**src/tcp_regs.svh**
```systemverilog
// register map, field positions and reset values of the compare unit
`ifndef TCP_REGS_SVH
`define TCP_REGS_SVH
`define TCP_ADR_CTRL1 6'h00
`define TCP_ADR_CTRL2 6'h04
`define TCP_ADR_CMP1_HI 6'h08
`define TCP_ADR_CMP1_LO 6'h0C
`define TCP_ADR_CMP2_HI 6'h10
`define TCP_ADR_CMP2_LO 6'h14
`define TCP_ADR_STATUS 6'h18
`define TCP_ADR_COUNT 6'h1C
`define TCP_ADR_CAP1 6'h20
`define TCP_ADR_CAP2 6'h24
`define TCP_B_CAP_IE 7
`define TCP_B_MATCH_IE 6
`define TCP_B_OVF_IE 5
`define TCP_B_FORCE2 4
`define TCP_B_FORCE1 3
`define TCP_B_LVL2 2
`define TCP_B_CAP1_EDGE 1
`define TCP_B_LVL1 0
`define TCP_B_PIN1_EN 7
`define TCP_B_PIN2_EN 6
`define TCP_B_ONE_PULSE 5
`define TCP_B_PWM 4
`define TCP_B_CLK_HI 3
`define TCP_B_CLK_LO 2
`define TCP_B_CAP2_EDGE 1
`define TCP_B_EXT_EDGE 0
`define TCP_F_CAP1 7
`define TCP_F_MATCH1 6
`define TCP_F_OVF 5
`define TCP_F_CAP2 4
`define TCP_F_MATCH2 3
`define TCP_CTRL_RST 8'h00
`define TCP_CMP_HI_RST 8'h80
`define TCP_CMP_LO_RST 8'h00
`define TCP_CNT_RELOAD 16'hFFFC
`define TCP_CNT_TOP 16'hFFFF
`define TCP_CMP_ADJ 16'h0001
`define TCP_CLK_DIV4 2'b00
`define TCP_CLK_DIV2 2'b01
`define TCP_CLK_DIV8 2'b10
`define TCP_CLK_EXT 2'b11
`define TCP_PRE_DIV2 3'b001
`define TCP_PRE_DIV4 3'b011
`define TCP_PRE_DIV8 3'b111
`endif

```
**src/tcp_pkg.sv**
```systemverilog
// types of the timer compare unit
`default_nettype none
package tcp_pkg;
    typedef enum logic [2:0] {
        TCP_NORMAL = 3'b001,
        TCP_ONE_PULSE = 3'b010,
        TCP_PWM = 3'b100
    } tcp_mode_e;
    typedef logic [15:0] tcp_word_t;
endpackage : tcp_pkg
`default_nettype wire

```
**src/tcp_unit.sv**
```systemverilog
// timer compare, forced compare, one-pulse and modulation unit
`default_nettype none
`include "tcp_regs.svh"
module tcp_unit
    import tcp_pkg::*;
(
    input wire logic clk_i,
    input wire logic rst_i,
    input wire logic wb_cyc_i,
    input wire logic wb_stb_i,
    input wire logic wb_we_i,
    input wire logic [5:0] wb_adr_i,
    input wire logic [3:0] wb_sel_i,
    input wire logic [31:0] wb_dat_i,
    output logic [31:0] wb_dat_o,
    output logic wb_ack_o,
    input wire logic first_capture_input_i,
    input wire logic second_capture_input_i,
    input wire logic ext_timer_clock_pin_i,
    output logic first_compare_pin_o,
    output logic first_compare_pin_oe_n_o,
    output logic second_compare_pin_o,
    output logic second_compare_pin_oe_n_o,
    output logic timer_irq_o
);
    // ********************************************************
    // functions
    // ********************************************************
    function automatic tcp_mode_e mode_of(input logic [7:0] c2);
        if (c2[`TCP_B_PWM]) begin
            return TCP_PWM;
        end else if (c2[`TCP_B_ONE_PULSE]) begin
            return TCP_ONE_PULSE;
        end
        return TCP_NORMAL;
    endfunction : mode_of

    function automatic logic edge_of(input logic now, input logic was,
                                     input logic rise);
        return rise ? (now & ~was) : (~now & was);
    endfunction : edge_of

    // ********************************************************
    // registers and state
    // ********************************************************
    logic [7:0] timer_control_one;
    logic [7:0] timer_control_two;
    logic [7:0] compare_high_byte [2];
    logic [7:0] compare_low_byte [2];
    tcp_word_t active_cmp [2];
    logic inhibit [2];
    logic match [2];
    tcp_word_t count;
    logic count_new;
    logic [2:0] prescale;
    logic [7:0] flags;
    tcp_word_t first_capture_value;
    tcp_word_t second_capture_value;
    logic [2:0] pin_sync [3];
    logic pin_level [3];
    logic pin_prev [3];
    tcp_mode_e mode;
    logic req;
    logic wr;
    logic tick;
    logic ext_edge;
    logic cap1_edge;
    logic cap2_edge;
    logic pwm_end;
    logic opm_start;
    logic [1:0] clk_sel;

    assign mode = mode_of(timer_control_two);
    assign clk_sel = timer_control_two[`TCP_B_CLK_HI:`TCP_B_CLK_LO];
    assign req = wb_cyc_i & wb_stb_i;
    assign wr = req & wb_we_i & wb_ack_o & wb_sel_i[0];

    // ********************************************************
    // wishbone slave
    // ********************************************************
    always_ff @(posedge clk_i) begin
        if (rst_i) begin
            wb_ack_o <= 1'b0;
        end else begin
            wb_ack_o <= req & ~wb_ack_o;
        end
    end

    always_ff @(posedge clk_i) begin
        if (rst_i) begin
            wb_dat_o <= 32'h0000_0000;
        end else if (req & ~wb_ack_o) begin
            unique case (wb_adr_i)
                `TCP_ADR_CTRL1: wb_dat_o <= {24'h00_0000, timer_control_one};
                `TCP_ADR_CTRL2: wb_dat_o <= {24'h00_0000, timer_control_two};
                `TCP_ADR_CMP1_HI:
                    wb_dat_o <= {24'h00_0000, compare_high_byte[0]};
                `TCP_ADR_CMP1_LO:
                    wb_dat_o <= {24'h00_0000, compare_low_byte[0]};
                `TCP_ADR_CMP2_HI:
                    wb_dat_o <= {24'h00_0000, compare_high_byte[1]};
                `TCP_ADR_CMP2_LO:
                    wb_dat_o <= {24'h00_0000, compare_low_byte[1]};
                `TCP_ADR_STATUS: wb_dat_o <= {24'h00_0000, flags};
                `TCP_ADR_COUNT: wb_dat_o <= {16'h0000, count};
                `TCP_ADR_CAP1: wb_dat_o <= {16'h0000, first_capture_value};
                `TCP_ADR_CAP2: wb_dat_o <= {16'h0000, second_capture_value};
                default: wb_dat_o <= 32'h0000_0000;
            endcase
        end
    end

    always_ff @(posedge clk_i) begin
        if (rst_i) begin
            timer_control_one <= `TCP_CTRL_RST;
            timer_control_two <= `TCP_CTRL_RST;
        end else if (wr && wb_adr_i == `TCP_ADR_CTRL1) begin
            timer_control_one <= wb_dat_i[7:0];
        end else if (wr && wb_adr_i == `TCP_ADR_CTRL2) begin
            timer_control_two <= wb_dat_i[7:0];
        end
    end

    // ********************************************************
    // input synchronisers
    // ********************************************************
    genvar gi;
    generate
        for (gi = 0; gi < 3; gi++) begin : g_sync
            logic raw;
            if (gi == 0) begin : g_ext
                assign raw = ext_timer_clock_pin_i;
            end else if (gi == 1) begin : g_c1
                assign raw = first_capture_input_i;
            end else begin : g_c2
                assign raw = second_capture_input_i;
            end
            always_ff @(posedge clk_i) begin
                if (rst_i) begin
                    pin_sync[gi] <= 3'b000;
                    pin_level[gi] <= 1'b0;
                    pin_prev[gi] <= 1'b0;
                end else begin
                    pin_sync[gi] <= {pin_sync[gi][1:0], raw};
                    if (pin_sync[gi][1] == pin_sync[gi][2]) begin
                        pin_level[gi] <= pin_sync[gi][2];
                    end
                    pin_prev[gi] <= pin_level[gi];
                end
            end
        end
    endgenerate

    assign ext_edge = edge_of(pin_level[0], pin_prev[0],
                              timer_control_two[`TCP_B_EXT_EDGE]);
    assign cap1_edge = edge_of(pin_level[1], pin_prev[1],
                               timer_control_one[`TCP_B_CAP1_EDGE]);
    assign cap2_edge = edge_of(pin_level[2], pin_prev[2],
                               timer_control_two[`TCP_B_CAP2_EDGE]);

    // ********************************************************
    // timer clock and counter
    // ********************************************************
    always_ff @(posedge clk_i) begin
        if (rst_i) begin
            prescale <= 3'b000;
        end else begin
            prescale <= prescale + 3'b001;
        end
    end

    always_comb begin
        unique case (clk_sel)
            `TCP_CLK_DIV4: tick = (prescale[1:0] == `TCP_PRE_DIV4);
            `TCP_CLK_DIV2: tick = (prescale[0:0] == `TCP_PRE_DIV2);
            `TCP_CLK_DIV8: tick = (prescale == `TCP_PRE_DIV8);
            `TCP_CLK_EXT: tick = ext_edge;
        endcase
    end

    assign pwm_end = (mode == TCP_PWM) & match[1];
    assign opm_start = (mode == TCP_ONE_PULSE) & cap1_edge;

    always_ff @(posedge clk_i) begin
        if (rst_i) begin
            count <= `TCP_CNT_RELOAD;
            count_new <= 1'b0;
        end else begin
            count_new <= tick | pwm_end | opm_start;
            if (pwm_end | opm_start) begin
                count <= `TCP_CNT_RELOAD;
            end else if (tick) begin
                count <= count + 16'h0001;
            end
        end
    end

    // ********************************************************
    // compare channels
    // ********************************************************
    generate
        for (gi = 0; gi < 2; gi++) begin : g_cmp
            tcp_word_t target;
            logic hi_wr;
            logic lo_wr;
            assign hi_wr = wr && wb_adr_i == (gi == 0 ? `TCP_ADR_CMP1_HI
                                                       : `TCP_ADR_CMP2_HI);
            assign lo_wr = wr && wb_adr_i == (gi == 0 ? `TCP_ADR_CMP1_LO
                                                       : `TCP_ADR_CMP2_LO);
            // divide-by-2 hits at the value itself, others one later
            assign target = (clk_sel == `TCP_CLK_DIV2) ? active_cmp[gi]
                : active_cmp[gi] + `TCP_CMP_ADJ;
            assign match[gi] = count_new & ~inhibit[gi] & (count == target);
            always_ff @(posedge clk_i) begin
                if (rst_i) begin
                    compare_high_byte[gi] <= `TCP_CMP_HI_RST;
                    compare_low_byte[gi] <= `TCP_CMP_LO_RST;
                    inhibit[gi] <= 1'b0;
                end else if (hi_wr) begin
                    compare_high_byte[gi] <= wb_dat_i[7:0];
                    inhibit[gi] <= 1'b1;
                end else if (lo_wr) begin
                    compare_low_byte[gi] <= wb_dat_i[7:0];
                    inhibit[gi] <= 1'b0;
                end
            end
            always_ff @(posedge clk_i) begin
                if (rst_i) begin
                    active_cmp[gi] <= {`TCP_CMP_HI_RST, `TCP_CMP_LO_RST};
                end else if (mode != TCP_PWM || pwm_end) begin
                    active_cmp[gi] <= {compare_high_byte[gi],
                                       compare_low_byte[gi]};
                end
            end
        end
    endgenerate

    // ********************************************************
    // flags and captures
    // ********************************************************
    always_ff @(posedge clk_i) begin
        if (rst_i) begin
            flags <= 8'h00;
        end else begin
            // set wins over a clear in the same cycle
            flags <= (flags & ~((wr && wb_adr_i == `TCP_ADR_STATUS)
                                ? wb_dat_i[7:0] : 8'h00))
                | ({7'h00, (mode != TCP_PWM) & match[0]}
                   << `TCP_F_MATCH1)
                | ({7'h00, (mode != TCP_PWM) & match[1]}
                   << `TCP_F_MATCH2)
                | ({7'h00, pwm_end | ((mode != TCP_PWM) & cap1_edge)}
                   << `TCP_F_CAP1)
                | ({7'h00, cap2_edge} << `TCP_F_CAP2)
                | ({7'h00, tick & ~pwm_end & ~opm_start
                    & (count == `TCP_CNT_TOP)} << `TCP_F_OVF);
        end
    end

    always_ff @(posedge clk_i) begin
        if (rst_i) begin
            first_capture_value <= 16'h0000;
            second_capture_value <= 16'h0000;
        end else begin
            if (mode != TCP_PWM && cap1_edge) begin
                first_capture_value <= count;
            end
            if (cap2_edge) begin
                second_capture_value <= count;
            end
        end
    end

    always_ff @(posedge clk_i) begin
        if (rst_i) begin
            timer_irq_o <= 1'b0;
        end else begin
            timer_irq_o <= (timer_control_one[`TCP_B_CAP_IE]
                    & (flags[`TCP_F_CAP1] | flags[`TCP_F_CAP2]))
                | (timer_control_one[`TCP_B_MATCH_IE]
                    & (flags[`TCP_F_MATCH1] | flags[`TCP_F_MATCH2]))
                | (timer_control_one[`TCP_B_OVF_IE]
                    & flags[`TCP_F_OVF]);
        end
    end

    // ********************************************************
    // compare pins
    // ********************************************************
    always_ff @(posedge clk_i) begin
        if (rst_i) begin
            first_compare_pin_o <= 1'b0;
            first_compare_pin_oe_n_o <= 1'b1;
        end else begin
            first_compare_pin_oe_n_o <=
                ~timer_control_two[`TCP_B_PIN1_EN];
            if (timer_control_two[`TCP_B_PIN1_EN]) begin
                unique case (mode)
                    TCP_NORMAL: begin
                        if (timer_control_one[`TCP_B_FORCE1] | match[0]) begin
                            first_compare_pin_o <=
                                timer_control_one[`TCP_B_LVL1];
                        end
                    end
                    TCP_ONE_PULSE: begin
                        if (opm_start) begin
                            first_compare_pin_o <=
                                timer_control_one[`TCP_B_LVL2];
                        end else if (match[0]) begin
                            first_compare_pin_o <=
                                timer_control_one[`TCP_B_LVL1];
                        end
                    end
                    TCP_PWM: begin
                        if (match[1]) begin
                            first_compare_pin_o <=
                                timer_control_one[`TCP_B_LVL2];
                        end else if (match[0]) begin
                            first_compare_pin_o <=
                                timer_control_one[`TCP_B_LVL1];
                        end
                    end
                endcase
            end
        end
    end

    always_ff @(posedge clk_i) begin
        if (rst_i) begin
            second_compare_pin_o <= 1'b0;
            second_compare_pin_oe_n_o <= 1'b1;
        end else begin
            second_compare_pin_oe_n_o <=
                ~timer_control_two[`TCP_B_PIN2_EN];
            if (timer_control_two[`TCP_B_PIN2_EN] && mode == TCP_NORMAL
                && (timer_control_one[`TCP_B_FORCE2] | match[1])) begin
                second_compare_pin_o <= timer_control_one[`TCP_B_LVL2];
            end
        end
    end
endmodule : tcp_unit
`default_nettype wire

```
**config.mk**
```make
export PLATFORM = sky130hd
export DESIGN_NAME = tcp_unit
export DESIGN_NICKNAME = d
export VERILOG_FILES = /design/src/tcp_pkg.sv /design/src/tcp_unit.sv
export VERILOG_INCLUDE_DIRS = /design/src /design/src/src
export SDC_FILE = /design/constraint.sdc
export NUM_CORES = 1
export LEC_CHECK = 0
export BUFFER_PORTS_ARGS = -buffer_cell sky130_fd_sc_hd__buf_2
export CORE_MARGIN = 2
export CORE_UTILIZATION = 40
export CTS_CLUSTER_DIAMETER = 100
export DETAILED_ROUTE_END_ITERATION = 12
export PLACE_DENSITY = 0.63
export SLEW_MARGIN = 20
export SYNTH_ARGS = -nofsm -noshare
export SYNTH_HDL_FRONTEND = slang
export SYNTH_SLANG_ARGS = --single-unit
```
**constraint.sdc**
```tcl
create_clock -name clk_i -period 3.8 [get_ports clk_i]
set_input_delay 0.38 -clock clk_i [delete_from_list [all_inputs] [get_ports clk_i]]
set_output_delay 0.38 -clock clk_i [all_outputs]
set_load 0.02 [all_outputs]
```
# Word-level counts from Yosys, hierarchy flattened
# Memories as Yosys holds them, arrays and structs flattened.
# Cells that the tools add are included.
dict set report classes {
  reduce_logical 16
  mux 66
  bitwise 76
  n_addsub 4
  n_eq_ne 25
}
# operator count
set op_table {}
lappend op_table {{$pmux W16 S10} 1}
lappend op_table {{$mux W16} 4}
lappend op_table {{$add A16 B1 Y16 const B} 3}
lappend op_table {{$mux W1} 48}
lappend op_table {{$mux W8} 5}
lappend op_table {{$eq A16 B16 Y1} 2}
lappend op_table {{$or A1 B1 Y1} 29}
lappend op_table {{$and A1 B1 Y1} 26}
lappend op_table {{$eq A6 B5 Y1 const B} 4}
lappend op_table {{$mux W3} 6}
lappend op_table {{$eq A16 B16 Y1 const B} 1}
lappend op_table {{$not A1 Y1} 14}
lappend op_table {{$eq A6 B4 Y1 const B} 2}
lappend op_table {{$eq A6 B6 Y1 const B} 2}
lappend op_table {{$logic_and A1 B1 Y1} 10}
lappend op_table {{$and A8 B8 Y8} 1}
lappend op_table {{$not A8 Y8} 1}
lappend op_table {{$or A8 B4 Y8} 1}
lappend op_table {{$or A8 B5 Y8} 1}
lappend op_table {{$or A8 B6 Y8} 1}
lappend op_table {{$or A8 B7 Y8} 1}
lappend op_table {{$or A8 B8 Y8} 1}
lappend op_table {{$eq A2 B2 Y1 const B} 3}
lappend op_table {{$eq A3 B3 Y1 const B} 2}
lappend op_table {{15 further kinds} 18}
dict set report word_totals {
  output_inout_bits 38
  ram_bits 81
  mem_count 7
  ff_bits 114
}
# name depth width rd rd_clocked_by_memory_dff write_ports line
set mem_list {}
lappend mem_list {active_cmp 2 16 2 0 2 tcp_unit.sv:50} ;# tcp_word_t active_cmp [2];
lappend mem_list {compare_high_byte 2 8 2 0 2 tcp_unit.sv:48} ;# logic [7:0] compare_high_byte [2];
lappend mem_list {compare_low_byte 2 8 2 0 2 tcp_unit.sv:49} ;# logic [7:0] compare_low_byte [2];
lappend mem_list {pin_sync 3 3 3 0 3 tcp_unit.sv:59} ;# logic [2:0] pin_sync [3];
lappend mem_list {pin_level 3 1 3 0 3 tcp_unit.sv:60} ;# logic pin_level [3];
lappend mem_list {pin_prev 3 1 3 0 3 tcp_unit.sv:61} ;# logic pin_prev [3];
lappend mem_list {{1 more memories} -- -- -- -- -- --}

# Logic depth before layout (Yosys ltp)
dict set report logic_depth {
  word_depth 13
  depth_mapped 10
}

# Worst setup path after synthesis
# No wires, ideal clock.
dict set report synth_path {
  kind {reg-to-reg}
  start {memory active_cmp[1][0] in the netlist's numbering}
  end {memory active_cmp[0][0] in the netlist's numbering, enable pin}
  setup_slack_ps 740
  path_stages_with_launch 9
  arrival_ps 2685
  cell_sequence {edfxtp_1 > ha_1 > nand2_1 > nor4_2 > or3_1 > a22o_1 > or4_4 > o21ai_2 > or2_2}
}
# item line
set synth_rtl {}
lappend synth_rtl {{from (decl)} tcp_unit.sv:50}

==> flow_metrics.env <==
export IMPL_cts_resized=0
export IMPL_worst_pin_slew_ps=858
export IMPL_layout_drive_gt1_share_pct=13.6
export IMPL_yosys_most_used_dff="dfxtp_1"
export IMPL_wl_per_cell_um=19.0
export IMPL_vias=6678
export IMPL_tns_ps=0
export IMPL_avgSynthCellArea_sq_um=9.84
export IMPL_first_iter_violations=616
export IMPL_end_kind="register"
export IMPL_power_leakage_uw=0.00364
export IMPL_worstPathMaxFanout=32
export IMPL_ir_drop_mv=0.391
export IMPL_yosys_cell_types_count=73
export IMPL_yosysTopAreaCellShare_pct=25.6
export IMPL_place_ws_ps=440
export IMPL_post_route_drc_count=0
export IMPL_first_global_vias=6169
export IMPL_hpwl_mm=16.6
export IMPL_n_antenna_cell=0
export IMPL_cpPeakStageDelay_ps=590
export IMPL_p_per_area_nw_per_um2=414
export IMPL_core_sq_um=21200
export IMPL_fin_crit_ps=3420
export IMPL_design_area_sq_um=9820
export IMPL_worstSetupPathType="register to register"
export IMPL_cts_tree="yes"
export IMPL_fill_cells=1985
export IMPL_grt_max_degree=40
export IMPL_fmax_mhz=292
export IMPL_critPathLaunchType="register"
export IMPL_htreeDepth=4
export IMPL_port_buffers=44
export IMPL_initial_core_util_pct=41.0
export IMPL_hold_viol=0
export IMPL_gp_congestion=0.872
export IMPL_die_width_um=151
export IMPL_areaGrowthSynthToFinish_pct=13.2
export IMPL_maxCapViolations=0
export IMPL_ant_nets=0
export IMPL_antenna_found_initial=1
export IMPL_async_flop_share_pct=0
export IMPL_crit_chain="ha_1, nand2_1, nor4_2, o211ai_1, a22o_1, or4_4, o21ai_2, and2b_2, nand2b_1"
export IMPL_slowest_stage="or4_4"
export IMPL_finalCritPeriodShare_pct=90.1
export IMPL_slew_headroom_pct=42.6
export IMPL_worstPathArrival_ps=3570
export IMPL_skew_ps=9.22
export IMPL_grt_pass1_wl_mm=35.5
export IMPL_clk_latency_ps=430
export IMPL_rows=53
export IMPL_post_cts_buffers=0
export IMPL_grt_usage_pct=20.7
export IMPL_yosysWarnings=0
export IMPL_cts_clk_slew_worst_paths_ps=70
export IMPL_first_pass_iters=6
export IMPL_place_area_sq_um=9190
export IMPL_finalWorstSetupSlack_ps=377
export IMPL_die_area_sq_um=22900
export IMPL_ios=88
export IMPL_fp_dieH_um=151
export IMPL_synthCells=882
export IMPL_outcome="complete, no violations"
export IMPL_viasPerCell=5.55
export IMPL_synth_area_top_cells="dfxtp_1 26%, edfxtp_1 24%, mux2i_1 5.0%, and2_1 4.8%, nor2_1 4.1%"
export IMPL_drv_slew=0
export IMPL_ys_seq_area_share_pct=49.1
export IMPL_tritoncts_num_buffers=17
export IMPL_layout_nets=971
export IMPL_hold_buffers=0
export IMPL_clkSinkCount=179
export IMPL_gr_total_overflow=0
export IMPL_syn_area_sq_um=8680
export IMPL_hp_class="primary input to register"
export IMPL_clockBufferDepth=2
export IMPL_synth_edff_count=68
export IMPL_clockRootBuffer="clkbuf_16"
export IMPL_finalSetupViolations=0
export IMPL_yosys_area_top_type="dfxtp_1"
export IMPL_power_total_uw=4070
export IMPL_drt_wl_total_mm=22.9
export IMPL_crit_required_ps=3950
export IMPL_rsz0062_at_grt="no"
export IMPL_synth_seq_cells=179
[cells by family after synthesis]
group	after synthesis	synth area share [%]
other	1	0.0432
and+or+nand+nor	364	22.4
DFF	179	49.1
xor gates and xnor gates	54	5.45
muxes	44	5.22
AOI/OAI and AO/OA	157	12.7
adders and majority gates	5	0.721
buffers and inverters	78	4.31
[cell usage after synthesis (all sizes together), types with 3 or more instances]
library cell / number
o21ai: 14
a21o: 4
and2: 66
or3: 9
clkbuf: 42
nand2b: 17
and3: 13
buf: 29
edfxtp: 68
nor3: 11
a22oi: 13
or2: 5
nor4b: 3
a22o: 15
and4: 3
nor3b: 5
inv: 7
a21oi: 45
nand4: 10
nand3b: 4
a222oi: 8
or4: 4
nand3: 23
mux2i: 43
or3b: 3
o31ai: 3
o211ai: 3
nor4: 10
xnor2: 25
a221oi: 15
a31oi: 17
xor2: 29
ha: 5
nand2: 60
a211o: 3
nor2: 94
dfxtp: 111
nor2b: 19
[flip-flops by register name, summed over array words and instances (netlist names), 8 cells and up]
register              count
wb_dat_o                 16
count                    16
pin_sync                  9
active_cmp               32
first_capture_value      16
flags                     8
second_capture_value     16
compare_low_byte         16
timer_control_one         8
compare_high_byte        16
timer_control_two         8
[through the flow]
stage	hold slack (ps)	instances	util (%)
after floorplan	396	897	-
after global placement	418	1172	43.4
after detailed placement	428	1172	43.4
after CTS	141	1204	46.4
after global routing	151	1204	46.4
final	156	1204	46.4
[critical path: cells and delay by family (launching register included)]
| family | cells | cell delay (ps) |
|---|---|---|
| adders and majority gates | 1 | 300 |
| and+or+nand+nor | 5 | 1780 |
| DFF | 1 | 390 |
| AOI/OAI and AO/OA | 3 | 650 |
[where the power goes]
group,internal [uW],leakage (uW),switching (uW)
sequential,2020,0.00164,31.0
combinational,55.6,0.00170,110
clock,1040,0.000307,807
[cells in the final DEF (no fill, tap or decap), types with 10 or more instances in the layout]
| cell type | n |
|---|---|
| nand2b_1 | 17 |
| a22o_1 | 15 |
| conb_1 | 16 |
| a21oi_1 | 43 |
| nor2b_1 | 18 |
| xnor2_1 | 25 |
| xor2_1 | 29 |
| buf_4 | 27 |
| buf_2 | 43 |
| nor2_1 | 94 |
| dfxtp_1 | 111 |
| a221oi_1 | 14 |
| and3_1 | 13 |
| a22oi_1 | 13 |
| nand2_1 | 60 |
| nand4_1 | 10 |
| clkbuf_16 | 18 |
| mux2i_1 | 43 |
| edfxtp_1 | 68 |
| and2_1 | 66 |
| o21ai_0 | 13 |
| nand3_1 | 23 |
| a31oi_1 | 17 |
[routing by layer]
layer  up-vias  GRT usage [%]  share of wire [%]
met5         -              0                  0
met4         0           10.1                4.6
met3        59           3.52                5.6
met2       244           31.6                 45
met1      3167           28.6                 44
li1       3208              -                  -
[worst paths after layout]
path | start | slack (ps) | end | depth (start not counted)
max | active_cmp[1][0] | 380 | active_cmp[0][15] | 9
min | second_capture_input_i | 160 | pin_sync[2][0] | 2
min reg2reg | pin_sync[2][0] | 440 | pin_sync[2][1] | 1
max reg2reg | active_cmp[1][0] | 380 | active_cmp[0][15] | 9
[area by class of cell]
class	count	area, sq um	area share [%]
clock buffer	18	450	4.59
clock inverter	14	184	1.87
inverter	7	26.3	0.267
multi-input combinational	640	4120	41.9
sequential	179	4260	43.4
tap	275	344	3.50
timing repair buffer	71	438	4.46
No activity file was read; power rests on OpenSTA's default activity.
